==> src/hw/rsc_map.vh <==
/*
 * Register map, field positions, reset values and widths of the reset
 * strap configuration sampler.
 * Assumes it is included by its bare name from each design file that needs it.
 */
`ifndef RSC_MAP_VH
`define RSC_MAP_VH

// ----------------------------------------------------------------------
// Register byte addresses
// ----------------------------------------------------------------------
`define RSC_ADDR_CONFIG    4'h0
`define RSC_ADDR_STATUS    4'h4
`define RSC_ADDR_CONTROL   4'h8
`define RSC_ADDR_LIVE      4'hC
`define RSC_ADDR_W         4

// ----------------------------------------------------------------------
// Strap vector layout, also the layout of the config register
// ----------------------------------------------------------------------
`define RSC_OPT_TRISTATE   0
`define RSC_OPT_BIST       1
`define RSC_OPT_IOQ_ONE    2
`define RSC_OPT_MCHK_DIS   3
`define RSC_OPT_BUS_INIT_SIGNAL_DIS  4
`define RSC_OPT_CLUS_LO    5
`define RSC_OPT_CLUS_HI    6
`define RSC_OPT_PARK_DIS   7
`define RSC_OPT_MT_DIS     8
`define RSC_OPT_ARB_ID     9
`define RSC_OPT_W          10
`define RSC_RSV_W          27
`define RSC_SYNC_W         38

// ----------------------------------------------------------------------
// Status and control fields
// ----------------------------------------------------------------------
`define RSC_STS_VALID      0
`define RSC_STS_IN_RESET   1
`define RSC_STS_RSV_SEEN   2
`define RSC_STS_CNT_LO     8
`define RSC_STS_CNT_HI     15
`define RSC_CTL_CLR_RSV    0
`define RSC_CTL_CLR_CNT    1
`define RSC_CNT_W          8

// ----------------------------------------------------------------------
// Reset values and bus answers
// ----------------------------------------------------------------------
`define RSC_CFG_RST        10'h000
`define RSC_CNT_RST        8'h00
`define RSC_SYNC_RST       38'h3FFFFFFFFE
`define RSC_RESP_OKAY      2'h0
`define RSC_RESP_SLVERR    2'h2

`endif

==> src/hw/rsc_sync.v <==
/*
 * Two-flop synchroniser for a group of independent level inputs.
 * Assumes each bit is a slow level from a pin; no bus coherence is implied.
 */
`timescale 1ns/1ns

module rsc_sync #(
    parameter W       = 1,
    parameter RST_VAL = 1'b0
) (
    input  wire         aclk,
    input  wire         aresetn,
    input  wire [W-1:0] d,
    output wire [W-1:0] q
);

// ----------------------------------------------------------------------
// Synchroniser stages
// ----------------------------------------------------------------------
reg [W-1:0] meta_q;
reg [W-1:0] sync_q;

// First stage feeds only the second stage
always @(posedge aclk) begin
    if (!aresetn) begin
        meta_q <= RST_VAL;
        sync_q <= RST_VAL;
    end else begin
        meta_q <= d;
        sync_q <= meta_q;
    end
end

assign q = sync_q;

endmodule

==> src/hw/rsc_axil.v <==
/*
 * AXI4-Lite slave front end: takes address and data in either order,
 * issues one write strobe, answers reads one cycle after the address.
 * Assumes the register side decodes addresses combinationally.
 */
`timescale 1ns/1ns

`include "rsc_map.vh"

module rsc_axil (
    input  wire                    aclk,
    input  wire                    aresetn,
    input  wire [`RSC_ADDR_W-1:0]  awaddr,
    input  wire                    awvalid,
    output wire                    awready,
    input  wire [31:0]             wdata,
    input  wire [3:0]              wstrb,
    input  wire                    wvalid,
    output wire                    wready,
    output wire [1:0]              bresp,
    output wire                    bvalid,
    input  wire                    bready,
    input  wire [`RSC_ADDR_W-1:0]  araddr,
    input  wire                    arvalid,
    output wire                    arready,
    output wire [31:0]             rdata,
    output wire [1:0]              rresp,
    output wire                    rvalid,
    input  wire                    rready,
    output wire                    wr_en,
    output wire [`RSC_ADDR_W-1:0]  wr_addr,
    output wire [31:0]             wr_data,
    output wire [3:0]              wr_strb,
    input  wire                    wr_ok,
    input  wire [31:0]             rd_data,
    input  wire                    rd_ok
);

// ----------------------------------------------------------------------
// Write channels
// ----------------------------------------------------------------------
reg                   aw_hold_q;
reg                   w_hold_q;
reg [`RSC_ADDR_W-1:0] awaddr_q;
reg [31:0]            wdata_q;
reg [3:0]             wstrb_q;
reg                   awready_q;
reg                   wready_q;
reg                   bvalid_q;
reg [1:0]             bresp_q;
reg                   aw_hold_d;
reg                   w_hold_d;
reg                   bvalid_d;
wire                  wr_fire;

// Both halves held and no answer pending
assign wr_fire = aw_hold_q & w_hold_q & ~bvalid_q;

// Next state of the holding flags and the response
always @* begin
    aw_hold_d = aw_hold_q ? ~wr_fire : (awvalid & awready_q);
    w_hold_d  = w_hold_q  ? ~wr_fire : (wvalid & wready_q);
    bvalid_d  = bvalid_q  ? ~bready  : wr_fire;
end

// Ready is registered so it never depends on valid in the same cycle
always @(posedge aclk) begin
    if (!aresetn) begin
        aw_hold_q <= 1'b0;
        w_hold_q  <= 1'b0;
        awaddr_q  <= {`RSC_ADDR_W{1'b0}};
        wdata_q   <= 32'h0000_0000;
        wstrb_q   <= 4'h0;
        awready_q <= 1'b0;
        wready_q  <= 1'b0;
        bvalid_q  <= 1'b0;
        bresp_q   <= `RSC_RESP_OKAY;
    end else begin
        aw_hold_q <= aw_hold_d;
        w_hold_q  <= w_hold_d;
        awready_q <= ~aw_hold_d & ~bvalid_d;
        wready_q  <= ~w_hold_d & ~bvalid_d;
        bvalid_q  <= bvalid_d;
        if (awvalid && awready_q) begin
            awaddr_q <= awaddr;
        end
        if (wvalid && wready_q) begin
            wdata_q <= wdata;
            wstrb_q <= wstrb;
        end
        if (wr_fire) begin
            bresp_q <= wr_ok ? `RSC_RESP_OKAY : `RSC_RESP_SLVERR;
        end
    end
end

assign awready = awready_q;
assign wready  = wready_q;
assign bvalid  = bvalid_q;
assign bresp   = bresp_q;
assign wr_en   = wr_fire;
assign wr_addr = awaddr_q;
assign wr_data = wdata_q;
assign wr_strb = wstrb_q;

// ----------------------------------------------------------------------
// Read channels
// ----------------------------------------------------------------------
reg        arready_q;
reg        rvalid_q;
reg [31:0] rdata_q;
reg [1:0]  rresp_q;
reg        rvalid_d;

always @* begin
    rvalid_d = rvalid_q ? ~rready : (arvalid & arready_q);
end

// Data are captured at the address edge and held until taken
always @(posedge aclk) begin
    if (!aresetn) begin
        arready_q <= 1'b0;
        rvalid_q  <= 1'b0;
        rdata_q   <= 32'h0000_0000;
        rresp_q   <= `RSC_RESP_OKAY;
    end else begin
        arready_q <= ~rvalid_d;
        rvalid_q  <= rvalid_d;
        if (arvalid && arready_q) begin
            rdata_q <= rd_ok ? rd_data : 32'h0000_0000;
            rresp_q <= rd_ok ? `RSC_RESP_OKAY : `RSC_RESP_SLVERR;
        end
    end
end

assign arready = arready_q;
assign rvalid  = rvalid_q;
assign rdata   = rdata_q;
assign rresp   = rresp_q;

endmodule

==> src/hw/rsc_sampler.v <==
/*
 * Reset strap configuration sampler: catches the option straps on the
 * release of the device reset pin and holds the options until the next one.
 * Assumes straps and the reset pin are asynchronous levels from the board,
 * held stable around the release, and an AXI4-Lite master on aclk.
 */
// Notes on behaviour
// - Capture strap levels at reset release
// - Captured options change only on reset
// - Every reset recaptures, warm or cold
// - Strap held asserted during reset selects option
// - Each option has its own strap
// - Queue-depth strap limits queue to one
// - Cluster id from two address straps
// - Arbitration id from bus-request strap
// - Tristate from mgmt irq, self-test from init
`timescale 1ns/1ns

`include "rsc_map.vh"

module rsc_sampler (
    input  wire                    aclk,
    input  wire                    aresetn,
    input  wire                    sys_reset_n,
    input  wire                    sys_mgmt_irq_strap_n,
    input  wire                    bist_strap_n,
    input  wire                    queue_depth_strap_n,
    input  wire                    mcheck_obs_disable_strap_n,
    input  wire                    businit_obs_disable_strap_n,
    input  wire [1:0]              cluster_id_strap_n,
    input  wire                    parking_disable_strap_n,
    input  wire                    multithread_disable_strap_n,
    input  wire                    arb_id_strap_n,
    input  wire [`RSC_RSV_W-1:0]   reserved_strap_n,
    input  wire [`RSC_ADDR_W-1:0]  s_axi_awaddr,
    input  wire                    s_axi_awvalid,
    output wire                    s_axi_awready,
    input  wire [31:0]             s_axi_wdata,
    input  wire [3:0]              s_axi_wstrb,
    input  wire                    s_axi_wvalid,
    output wire                    s_axi_wready,
    output wire [1:0]              s_axi_bresp,
    output wire                    s_axi_bvalid,
    input  wire                    s_axi_bready,
    input  wire [`RSC_ADDR_W-1:0]  s_axi_araddr,
    input  wire                    s_axi_arvalid,
    output wire                    s_axi_arready,
    output wire [31:0]             s_axi_rdata,
    output wire [1:0]              s_axi_rresp,
    output wire                    s_axi_rvalid,
    input  wire                    s_axi_rready,
    output wire                    cfg_valid,
    output wire                    cfg_output_tristate,
    output wire                    cfg_run_bist,
    output wire                    cfg_ioq_depth_one,
    output wire                    cfg_mcheck_obs_disable,
    output wire                    cfg_businit_obs_disable,
    output wire [1:0]              cfg_cluster_id,
    output wire                    cfg_parking_disable,
    output wire                    cfg_multithread_disable,
    output wire                    cfg_arb_id
);

// ----------------------------------------------------------------------
// Address decode
// ----------------------------------------------------------------------

// Word-aligned hit on one of the four registers
function addr_hit;
    input [`RSC_ADDR_W-1:0] a;
    begin
        addr_hit = (a[1:0] == 2'h0);
    end
endfunction

// ----------------------------------------------------------------------
// Pin synchronisation
// ----------------------------------------------------------------------
wire [`RSC_OPT_W-1:0]  opt_pins_n;
wire [`RSC_SYNC_W-1:0] pins_raw;
wire [`RSC_SYNC_W-1:0] pins_s;
wire                   rst_pin_s;
wire [`RSC_OPT_W-1:0]  opt_s_n;
wire [`RSC_RSV_W-1:0]  rsv_s_n;

// Each option strap sits on its own bit of the vector
assign opt_pins_n = {arb_id_strap_n,
                     multithread_disable_strap_n,
                     parking_disable_strap_n,
                     cluster_id_strap_n,
                     businit_obs_disable_strap_n,
                     mcheck_obs_disable_strap_n,
                     queue_depth_strap_n,
                     bist_strap_n,
                     sys_mgmt_irq_strap_n};

// Reset pin rides with the straps so both see the same delay
assign pins_raw = {reserved_strap_n, opt_pins_n, sys_reset_n};

rsc_sync #(
    .W       (`RSC_SYNC_W),
    .RST_VAL (`RSC_SYNC_RST)
) u_sync (
    .aclk    (aclk),
    .aresetn (aresetn),
    .d       (pins_raw),
    .q       (pins_s)
);

assign rst_pin_s = pins_s[0];
assign opt_s_n   = pins_s[`RSC_OPT_W:1];
assign rsv_s_n   = pins_s[`RSC_SYNC_W-1:`RSC_OPT_W+1];

// ----------------------------------------------------------------------
// Release detection
// ----------------------------------------------------------------------
reg                  rst_pin_d_q;
reg [`RSC_OPT_W-1:0] opt_d_n_q;
reg [`RSC_RSV_W-1:0] rsv_d_n_q;
wire                 release_evt;

// One cycle of history: the levels seen while reset was still low
always @(posedge aclk) begin
    if (!aresetn) begin
        rst_pin_d_q <= 1'b0;
        opt_d_n_q   <= {`RSC_OPT_W{1'b1}};
        rsv_d_n_q   <= {`RSC_RSV_W{1'b1}};
    end else begin
        rst_pin_d_q <= rst_pin_s;
        opt_d_n_q   <= opt_s_n;
        rsv_d_n_q   <= rsv_s_n;
    end
end

// Low-to-high edge of the reset pin, same for warm and cold resets
assign release_evt = rst_pin_s & ~rst_pin_d_q;

// ----------------------------------------------------------------------
// Register bus front end
// ----------------------------------------------------------------------
wire                   wr_en;
wire [`RSC_ADDR_W-1:0] wr_addr;
wire [31:0]            wr_data;
wire [3:0]             wr_strb;
reg  [31:0]            rd_data;

rsc_axil u_axil (
    .aclk    (aclk),
    .aresetn (aresetn),
    .awaddr  (s_axi_awaddr),
    .awvalid (s_axi_awvalid),
    .awready (s_axi_awready),
    .wdata   (s_axi_wdata),
    .wstrb   (s_axi_wstrb),
    .wvalid  (s_axi_wvalid),
    .wready  (s_axi_wready),
    .bresp   (s_axi_bresp),
    .bvalid  (s_axi_bvalid),
    .bready  (s_axi_bready),
    .araddr  (s_axi_araddr),
    .arvalid (s_axi_arvalid),
    .arready (s_axi_arready),
    .rdata   (s_axi_rdata),
    .rresp   (s_axi_rresp),
    .rvalid  (s_axi_rvalid),
    .rready  (s_axi_rready),
    .wr_en   (wr_en),
    .wr_addr (wr_addr),
    .wr_data (wr_data),
    .wr_strb (wr_strb),
    .wr_ok   (addr_hit(wr_addr)),
    .rd_data (rd_data),
    .rd_ok   (addr_hit(s_axi_araddr))
);

// Control strobes act only through the low byte lane
wire ctl_wr;
wire clr_rsv;
wire clr_cnt;

assign ctl_wr  = wr_en & (wr_addr == `RSC_ADDR_CONTROL) & wr_strb[0];
assign clr_rsv = ctl_wr & wr_data[`RSC_CTL_CLR_RSV];
assign clr_cnt = ctl_wr & wr_data[`RSC_CTL_CLR_CNT];

// ----------------------------------------------------------------------
// Captured configuration
// ----------------------------------------------------------------------
reg [`RSC_OPT_W-1:0] cfg_q;
reg                  valid_q;
reg                  rsv_seen_q;
reg [`RSC_CNT_W-1:0] cnt_q;

// Options load only at the release; no bus write reaches them.
// The pre-release copy is used so a strap dropped on the very edge of
// the release is still seen as held through reset.
always @(posedge aclk) begin
    if (!aresetn) begin
        cfg_q   <= `RSC_CFG_RST;
        valid_q <= 1'b0;
    end else if (release_evt) begin
        cfg_q   <= ~opt_d_n_q;
        valid_q <= 1'b1;
    end else if (!rst_pin_s) begin
        valid_q <= 1'b0;
    end
end

// Reserved straps seen low at release leave a sticky mark; set beats clear
always @(posedge aclk) begin
    if (!aresetn) begin
        rsv_seen_q <= 1'b0;
    end else if (release_evt && (rsv_d_n_q != {`RSC_RSV_W{1'b1}})) begin
        rsv_seen_q <= 1'b1;
    end else if (clr_rsv) begin
        rsv_seen_q <= 1'b0;
    end
end

// Count of captures, wraps; a capture in the clear cycle counts as one
always @(posedge aclk) begin
    if (!aresetn) begin
        cnt_q <= `RSC_CNT_RST;
    end else if (release_evt) begin
        cnt_q <= clr_cnt ? 8'h01 : cnt_q + 8'h01;
    end else if (clr_cnt) begin
        cnt_q <= `RSC_CNT_RST;
    end
end

// ----------------------------------------------------------------------
// Read mux
// ----------------------------------------------------------------------

// Unused bits read as zero; control reads back as zero
always @* begin
    rd_data = 32'h0000_0000;
    case (s_axi_araddr)
        `RSC_ADDR_CONFIG: begin
            rd_data[`RSC_OPT_W-1:0] = cfg_q;
        end
        `RSC_ADDR_STATUS: begin
            rd_data[`RSC_STS_VALID]                  = valid_q;
            rd_data[`RSC_STS_IN_RESET]               = ~rst_pin_s;
            rd_data[`RSC_STS_RSV_SEEN]               = rsv_seen_q;
            rd_data[`RSC_STS_CNT_HI:`RSC_STS_CNT_LO] = cnt_q;
        end
        `RSC_ADDR_LIVE: begin
            rd_data[`RSC_OPT_W-1:0] = ~opt_s_n;
        end
        default: begin
            rd_data = 32'h0000_0000;
        end
    endcase
end

// ----------------------------------------------------------------------
// Option outputs, straight from the capture register
// ----------------------------------------------------------------------
assign cfg_valid               = valid_q;
assign cfg_output_tristate     = cfg_q[`RSC_OPT_TRISTATE];
assign cfg_run_bist            = cfg_q[`RSC_OPT_BIST];
assign cfg_ioq_depth_one       = cfg_q[`RSC_OPT_IOQ_ONE];
assign cfg_mcheck_obs_disable  = cfg_q[`RSC_OPT_MCHK_DIS];
assign cfg_businit_obs_disable = cfg_q[`RSC_OPT_BUS_INIT_SIGNAL_DIS];
assign cfg_cluster_id          = cfg_q[`RSC_OPT_CLUS_HI:`RSC_OPT_CLUS_LO];
assign cfg_parking_disable     = cfg_q[`RSC_OPT_PARK_DIS];
assign cfg_multithread_disable = cfg_q[`RSC_OPT_MT_DIS];
assign cfg_arb_id              = cfg_q[`RSC_OPT_ARB_ID];

endmodule

==> config.mk <==
export PLATFORM = sky130hd
export DESIGN_NAME = rsc_sampler
export DESIGN_NICKNAME = d
export VERILOG_FILES = /design/src/hw/rsc_sync.v /design/src/hw/rsc_axil.v /design/src/hw/rsc_sampler.v
export VERILOG_INCLUDE_DIRS = /design/src /design/src/hw
export SDC_FILE = /design/constraint.sdc
export NUM_CORES = 1
export LEC_CHECK = 0
export BUFFER_PORTS_ARGS = -buffer_cell sky130_fd_sc_hd__buf_2
export CAP_MARGIN = 30
export CORE_ASPECT_RATIO = 0.6
export CORE_UTILIZATION = 55
export CTS_CLUSTER_DIAMETER = 60
export CTS_CLUSTER_SIZE = 16
export DETAILED_ROUTE_END_ITERATION = 6
export HOLD_SLACK_MARGIN = 0.03
export PLACE_DENSITY = 0.8
export SLEW_MARGIN = 20
export SYNTH_ARGS = -nofsm -noshare
export SYNTH_HDL_FRONTEND = slang
export SYNTH_HIERARCHICAL = 1
export SYNTH_SLANG_ARGS = --single-unit
==> constraint.sdc <==
create_clock -name aclk -period 1.59 [get_ports aclk]
set_input_delay 0.318 -clock aclk [delete_from_list [all_inputs] [get_ports aclk]]
set_output_delay 0.318 -clock aclk [all_outputs]
set_load 0.01 [all_outputs]
== Word-level counts from Yosys, hierarchy flattened ==
Cells that the tools add are included.
W data, S select, Z words.
Operators by class
  eq/ne operators: 5
  add/sub/neg operators: 1
  bitwise operators: 24
  mux-type cells: 18
  reduce and logical (&&, ||, !) cells: 9
Operators by type and width (count)
  $ne A27 B27 Y1 const B: 1
  $mux W8: 3
  $not A10 Y10: 2
  $mux W16: 1
  $and A1 B1 Y1: 12
  $not A1 Y1: 10
  $pmux W5 S2: 1
  $pmux W3 S3: 1
  $add A8 B1 Y8 const B: 1
  $eq A4 B4 Y1 const B: 2
  $mux W1: 8
  $mux W6: 1
  $pmux W2 S3: 1
  $eq A4 B3 Y1 const B: 1
  $logic_and A1 B1 Y1: 4
  $logic_not A2 Y1: 2
  $logic_not A4 Y1: 1
  $mux W2: 2
  $reduce_bool A2 Y1: 2
  $ne A2 B2 Y1 const B: 1
Storage, ports and cells
  word-level logic and storage cells: 79
  bits in registers: 184
  output and inout bits: 52
  bits of input ports: 89

== Logic depth before layout (Yosys ltp) ==
Gate-level depths: netlist of run 1.
  word-level depth: 7
  depth in mapped cells: 7
  mapped depth without buffers: 7

== By module ==
Netlist of run 1, hierarchy kept.
Modules (own cells, without submodules)
  rsc_axil: seq. area each 1621.6 µm², area an instance 3090.5 µm², instances 1, cells each 351
  rsc_sampler: seq. area each 1161.1 µm², area an instance 2110.8 µm², instances 1, cells each 219
  rsc_sync: seq. area each 1521.5 µm², area an instance 2068.2 µm², instances 1, cells each 160

== Least setup slack after synthesis of run 1 ==
Ideal clock, no wire load.
  path type: input -> register
  from: input s_axi_araddr[1]
  to: register u_axil.rdata_q[2], in the netlist u_axil/rdata[2]
  data arrival time: 1.292 ns
  path slack: 0.228 ns
  required time: 1.520 ns
  library setup time: 0.070 ns
  buffers on the path: 3
  stages on the path: 7
  path through: or2_1 > clkbuf_1 > inv_2 > buf_16 > clkbuf_8 > nand3_1 > a21oi_1
On the way
  word-level cells in the longest chain between the ends: 3
  elaborated cells between the ends (all ways): 6
  those cells by class: eq/ne (2); mux (2); reduce/logical (2)
RTL lines
  from (decl): line rsc_sampler.v:45  | input wire [`RSC_ADDR_W-1:0] s_axi_araddr,
  $eq A4 B4 Y1, or another cell as far along: line rsc_sampler.v:237  | case (s_axi_araddr)
  $pmux W3 S3: line rsc_sampler.v:237
  $mux W16 *: line rsc_axil.v:130  | rdata_q <= rd_ok ? rd_data : 32'h0000_0000;
  to (signal assigned): line rsc_axil.v:130
  to (decl): line rsc_axil.v:111  | reg [31:0] rdata_q;
Every way passes the cells marked *; elsewhere a longest branch is shown, timed or not.
A chain may end at the register's enable or synchronous reset.

== Worst setup path in the final report of run 1 ==
  from: register rsv_d_n_q[2]
  to: register rsv_seen_q
On the way
  word-level cells in the longest chain between the ends: 3
  elaborated cells between the ends (all ways): 4
  those cells by class: eq/ne (1); mux (1); reduce/logical (2)
RTL lines
  from (decl): line rsc_sampler.v:119  | reg [`RSC_RSV_W-1:0] rsv_d_n_q;
  from (signal assigned): line rsc_sampler.v:127  | rsv_d_n_q <= {`RSC_RSV_W{1'b1}};
  from (signal assigned): line rsc_sampler.v:131  | rsv_d_n_q <= rsv_s_n;
  $ne A27 B27 Y1 *: line rsc_sampler.v:212  | end else if (release_evt && (rsv_d_n_q != {`RSC_RSV_W{1'b1}})) begin
  $logic_and A1 B1 Y1 *: line rsc_sampler.v:212
  $mux W1 / $reduce_bool A2 Y1 (equally long branches)
  to (signal assigned): line rsc_sampler.v:211  | rsv_seen_q <= 1'b0;
  to (signal assigned): line rsc_sampler.v:213  | rsv_seen_q <= 1'b1;
  to (signal assigned): line rsc_sampler.v:215  | rsv_seen_q <= 1'b0;
  to (decl): line rsc_sampler.v:190  | reg rsv_seen_q;
Marks and branches as above.

==> results of run 1 <==
[routing by layer]
metal / track usage (%) / routed length, um / up-vias / part of all wire (%)
met5: 0 / 0 / - / 0
met4: 8.384 / 108 / 0 / 0.98
met3: 4.131 / 534 / 9 / 4.9
met2: 32.74 / 5107 / 101 / 46
met1: 26.07 / 5249 / 1948 / 48
li1: - / - / 2127 / -
[final cells by class]
type	instances	share of cell area, %
clock buffers	19	6.144
repair buffers	116	9.131
multi-input cells	381	30.14
clock inverters	12	2.597
flip-flops and latches	182	49.42
inverters	4	0.2037
well taps	139	2.359
[where the power goes]
part	leakage [nW]	switching, mW	internal [mW]	total (mW)
combinational	1.34	0.291	0.237	0.528
clock	0.318	1.73	2.75	4.48
sequential	1.49	0.0650	4.72	4.79
[stage by stage]
step / utilization (%) / instances / hold slack, ns / power [mW]
after detailed placement: 62.48 / 822 / 0.3909 / 5.405
after floorplan: - / 611 / 0.3863 / 5.270
final: 68.64 / 853 / 0.08341 / 9.792
after global placement: 62.48 / 822 / 0.3898 / 5.385
after global routing: 68.64 / 853 / 0.07227 / 10.15
after CTS: 68.57 / 853 / 0.06735 / 9.883
[state kept, by name, indices dropped and copies added, names as in the netlist]
signal            count
rsv_d_n_q            27
cfg_q                10
u_axil/bresp          1
u_axil/wr_addr        4
u_axil/w_hold_q       1
opt_d_n_q            10
u_sync/meta_q        38
u_axil/bvalid         1
rsv_seen_q            1
u_sync/q             38
u_axil/arready        1
u_axil/aw_hold_q      1
u_axil/wready         1
u_axil/wr_strb        1
u_axil/rdata         32
u_axil/awready        1
u_axil/rvalid         1
u_axil/rresp          1
cfg_valid             1
cnt_q                 8
rst_pin_d_q           1
u_axil/wr_data        2
[layout by cell type, fill, tap and decap left out, types with 7 or more instances in the layout]
cell type  count
o211a_1       10
nand3_1       27
nand3_2       13
buf_4          7
a21oi_2        9
nor2_1        25
nand4_1        9
clkbuf_16     17
nand2b_1     113
and2_1        11
conb_1        18
buf_2        104
nand2_1       69
a21oi_1       40
dfxtp_1      182
[timing repair]
item,in CTS,in global routing
gates resized for setup,2,2
endpoints found under the hold margin,0,0
setup endpoints to repair,1,8
[worst min path at each step]
stage / to / slack (ns) / cells after the start
floorplan: rsv_d_n_q[0] / 0.39 / 1
finish: u_sync/meta_q[35] / 0.08 / 2
CTS: u_sync/meta_q[35] / 0.07 / 2
global route: u_sync/meta_q[26] / 0.07 / 2
detailed placement: u_sync/q[18] / 0.39 / 1
global placement: u_sync/q[13] / 0.39 / 1
[critical path, cell delays in order (launching register included)]
cell	delay (ns)
dfxtp_1	0.31
nand4_1	0.14
or4_4	0.59
nor4_2	0.29
o21ai_1	0.08
==> flow_summary.yaml, run 1 <==
cts:
  clock_sinks: 182
  cts_root_buf: "clkbuf_16"
  htree_levels: 4
  cts_tree: "done"
  cts_setup_buffers: 0
  cts_buffers: 17
  cts.path.max_buffers: 2
  path_clk_slew_ns: 0.07
  ctsHoldBuffers: 0
  clkLatencyLatePin_ns: 0.41
detailed_routing:
  initialDrtViolationCount: 195
  via_per_inst: 4.906
  first_pass_iters: 7
  route.detailed.wl_per_inst_um: 12.89
  final_antenna_net_count: 0
  drt-total-wl_um: 11000
  vias: 4185
  drc: 6
worst_setup_path:
  r2r_cells: 4
  end_kind: "flop"
  r2r-start: "rsv_d_n_q[2]"
  r2r-end: "rsv_seen_q"
  rrSetupSlack_ns: 0.06
  cp.required_ns: 1.88
  startpoint: "rsv_d_n_q[2]"
  cp.arrival_ns: 1.82
  path_max_fanout: 1
  critPathKind: "reg -> reg"
  cp-start-kind: "flop"
  worstSetupEndpoint: "rsv_seen_q"
grt:
  grt_max_degree: 75
  antenna_found_initial: 0
  grt_pass1_vias: 4016
  grt-ovfl-total: 0
  grt_usage_pct: 20.07
  grt_pass1_wl_um: 18550
pwr:
  max-vdd-ir-drop_v: 0.0008011
  p_leak_nw: 3.156
  powerDensity_nw_per_um2: 1328
synth:
  syn_area_sq_um: 6176
  syn_inst: 595
  ys_warn_count: 6
  avgSynthCellArea_sq_um: 10.38
placed_design:
  hpwl_um: 7478
  dpl_cell_area_sq_um: 6710
  dp_worst_setup_slack_ns: -0.04288
  place_congestion: 0.8447
  io_buffers: 105
final_layout:
  final_area_sq_um: 7372
  area_growth_pct: 19.37
  drive_above_1_share_pct: 25.35
  antennaDiodeCount: 0
  multi_input_area_sq_um: 2222
  final_net_count: 792
  nFillCells: 804
  seq_area_sq_um: 3643
hold_path:
  min-delay-start: "reserved_strap_n[24]"
  worstHoldPathType: "in -> reg"
floorplan:
  io_pins: 141
  die_w_um: 138.8
  coreArea_sq_um: 10740
  start_util_pct: 57.50
  num_rows: 29
  die-area_sq_um: 11670
  die_h_um: 84.08
timing:
  hold_viol: 0
  setup_viol: 0
  final.setup.worst_slack_ns: 0.06019
  finalCritPeriodShare_pct: 96.21
  period_minus_slack_ns: 1.530
  drv_slew: 0
  setup-tns-final_ns: 0
  rsz0062_at_grt: "false"
  finClkSkew_ns: 0.009905
  fmax_mhz: 653.7
status:
  status: "finished with violations"
  violations: "design-rule violations"
run:
  cap_violations: 0
No activity file was read; power rests on OpenSTA's default activity.
==> run 2, diff against run 1 <==
--- a/config.mk
+++ b/config.mk
@@ -9,11 +9,13 @@
 export BUFFER_PORTS_ARGS = -buffer_cell sky130_fd_sc_hd__buf_2
 export CAP_MARGIN = 30
 export CORE_ASPECT_RATIO = 0.6
+export CORE_MARGIN = 4
 export CORE_UTILIZATION = 55
 export CTS_CLUSTER_DIAMETER = 60
 export CTS_CLUSTER_SIZE = 16
 export DETAILED_ROUTE_END_ITERATION = 6
 export HOLD_SLACK_MARGIN = 0.03
+export MAX_ROUTING_LAYER = met4
 export PLACE_DENSITY = 0.8
 export SLEW_MARGIN = 20
 export SYNTH_ARGS = -nofsm -noshare
==> constraint.sdc (replaced) <==
create_clock -name aclk -period 1.6 [get_ports aclk]
set_input_delay 0.32 -clock aclk [delete_from_list [all_inputs] [get_ports aclk]]
set_output_delay 0.32 -clock aclk [all_outputs]
set_load 0.01 [all_outputs]
==> run 2 against run 1 <==
  * The flow now finishes without violations
  * Critical path depth stayed put
  * Sequential power hardly changed
  * Power is 0.66% lower
  * First-iteration DRC count is 27% higher
  * Largest power group unchanged
  * Non-clock buffer count is 1 higher
  * Sequential share of layout area hardly changed
  * Register-to-register slack better by 0.08 ns
==> flow_summary.yaml, run 2 (synthesized netlist as in run 1, its figures left out) <==
pwr:
  p_int_mw: 7.590
  p_seq_share_pct: 48.9
  powerDensity_nw_per_um2: 1321
  clock_power_share_pct: 45.7
  p_switching_mw: 2.138
  power_mw: 9.728
  p_leak_nw: 3.159
  p_sw_share_pct: 21.98
  power_frac_comb_pct: 5.4
  max-vdd-ir-drop_v: 0.0008715
final_layout:
  area_growth_pct: 19.27
  drive_above_1_share_pct: 25.28
  final_area_sq_um: 7366
  final_util_pct: 68.35
  most-common-layout-cells: "dfxtp_1 (182), nand2b_1 (113), buf_2 (104)"
  antennaDiodeCount: 0
  final_common_cell: "dfxtp_1"
  final_net_count: 793
  seq_area_sq_um: 3643
  multi_input_area_sq_um: 2213
  nFillCells: 840
cts:
  ctsHoldBuffers: 0
  cts_root_buf: "clkbuf_16"
  cts_setup_buffers: 0
  cts_buffers: 17
  path_clk_slew_ns: 0.07
  cts_tree: "done"
  clock_sinks: 182
  cts.path.max_buffers: 2
  htree_levels: 4
  clkLatencyLatePin_ns: 0.42
grt:
  antenna_found_initial: 0
  grt_max_degree: 82
  grt_pass1_wl_um: 19030
  grt-ovfl-total: 0
  grt_usage_pct: 18.44
  grt_pass1_vias: 4195
timing:
  drv_slew: 0
  final.setup.worst_slack_ns: 0.1414
  hold_viol: 0
  fmax_mhz: 685.6
  setup_viol: 0
  rsz0062_at_grt: "false"
  finClkSkew_ns: 0.009816
  finalCritPeriodShare_pct: 91.16
  period_minus_slack_ns: 1.459
  holdWs_ns: 0.07801
detailed_routing:
  initialDrtViolationCount: 248
  vias: 4239
  via_per_inst: 4.958
  first_pass_iters: 6
  drt-total-wl_um: 11330
  route.detailed.wl_per_inst_um: 13.25
  final_antenna_net_count: 0
  drc: 0
floorplan:
  io_pins: 141
  num_rows: 29
  die-area_sq_um: 13040
  coreArea_sq_um: 10780
  start_util_pct: 57.31
  die_h_um: 90.08
  die_w_um: 144.8
placed_design:
  io_buffers: 105
  place_congestion: 0.8412
  dpl_cell_area_sq_um: 6718
  hpwl_um: 7849
  dp_worst_setup_slack_ns: -0.04934
worst_setup_path:
  end_kind: "flop"
  startpoint: "rsv_d_n_q[4]"
  r2r_cells: 4
  critPathKind: "reg -> reg"
  worstSetupEndpoint: "rsv_seen_q"
  rrSetupSlack_ns: 0.14
  cp.arrival_ns: 1.76
  cp.required_ns: 1.90
  r2r-end: "rsv_seen_q"
  cp-start-kind: "flop"
  path_max_fanout: 1
  r2r-start: "rsv_d_n_q[4]"
run:
  cap_violations: 0
status:
  status: "completed"
hold_path:
  worstHoldPathType: "in -> reg"
==> run 2: changes by cell type in the layout (fill, tap and decap cells not counted) <==
cell | previous run | this run
buf_4 | 7 | 8
clkbuf_8 | 2 | 0
clkinv_2 | 1 | 2
clkinv_4 | 2 | 1
inv_6 | 3 | 6
nand3_1 | 27 | 28
nand3_2 | 13 | 12
or4_1 | 0 | 1
or4_4 | 1 | 0
==> run 2: timing repair <==
item | CTS | global route
pin swaps | 1 | 1
resized for setup | 1 | 1
hold endpoints to repair | 0 | 0
endpoints found under the setup margin | 1 | 8
==> run 2: power by group through the flow <==
| stage | clock (mW) | sequential (mW) | combinational, mW |
|---|---|---|---|
| CTS | 4.53 | 4.76 | 0.524 |
| global placement | 0 | 4.85 | 0.501 |
| global route | 4.71 | 4.77 | 0.583 |
| floorplan | 0 | 4.86 | 0.382 |
| finish | 4.45 | 4.76 | 0.522 |
| detailed placement | 0 | 4.86 | 0.518 |
==> run 2: worst min-delay path by stage <==
stage	from	endpoint	cells past startpoint
after floorplan	u_sync/q[11]	rsv_d_n_q[0]	1
after global placement	u_sync/meta_q[30]	u_sync/q[30]	1
after detailed placement	u_sync/q[23]	rsv_d_n_q[12]	1
after CTS	reserved_strap_n[7]	u_sync/meta_q[18]	2
after global routing	reserved_strap_n[17]	u_sync/meta_q[28]	2
final	reserved_strap_n[7]	u_sync/meta_q[18]	2
==> run 2: critical path, cell delays in order (launching register included) <==
cell     delay (ns)
dfxtp_1        0.31
nand4_1        0.14
or4_1          0.61
nor4_2         0.20
o21ai_1        0.09
==> run 2: layout make-up <==
class / count / share of cell area [%]
Timing Repair Buffer: 117 / 9.241
Multi-Input combinational cell: 381 / 30.05
Clock inverter: 15 / 2.905
Sequential cell: 182 / 49.46
Tap cell: 139 / 2.361
Inverter: 4 / 0.2038
Clock buffer: 17 / 5.775
==> run 2: stage by stage <==
| step | instances | setup TNS [ns] |
|---|---|---|
| 2_1_floorplan | 611 | 0 |
| 3_3_place_gp | 823 | -0.01965 |
| 3_5_place_dp | 823 | -0.04934 |
| 4_1_cts | 855 | 0 |
| 5_1_grt | 855 | 0 |
| 6_report | 855 | 0 |
==> run 2: metal layers <==
metal  GRT usage, %  wire (um)  share of wire (%)
met1          24.38       5202                 46
met5              -          0                  0
met3          4.030        630                5.6
met2          28.22       5358                 47
met4          5.978        136                1.2
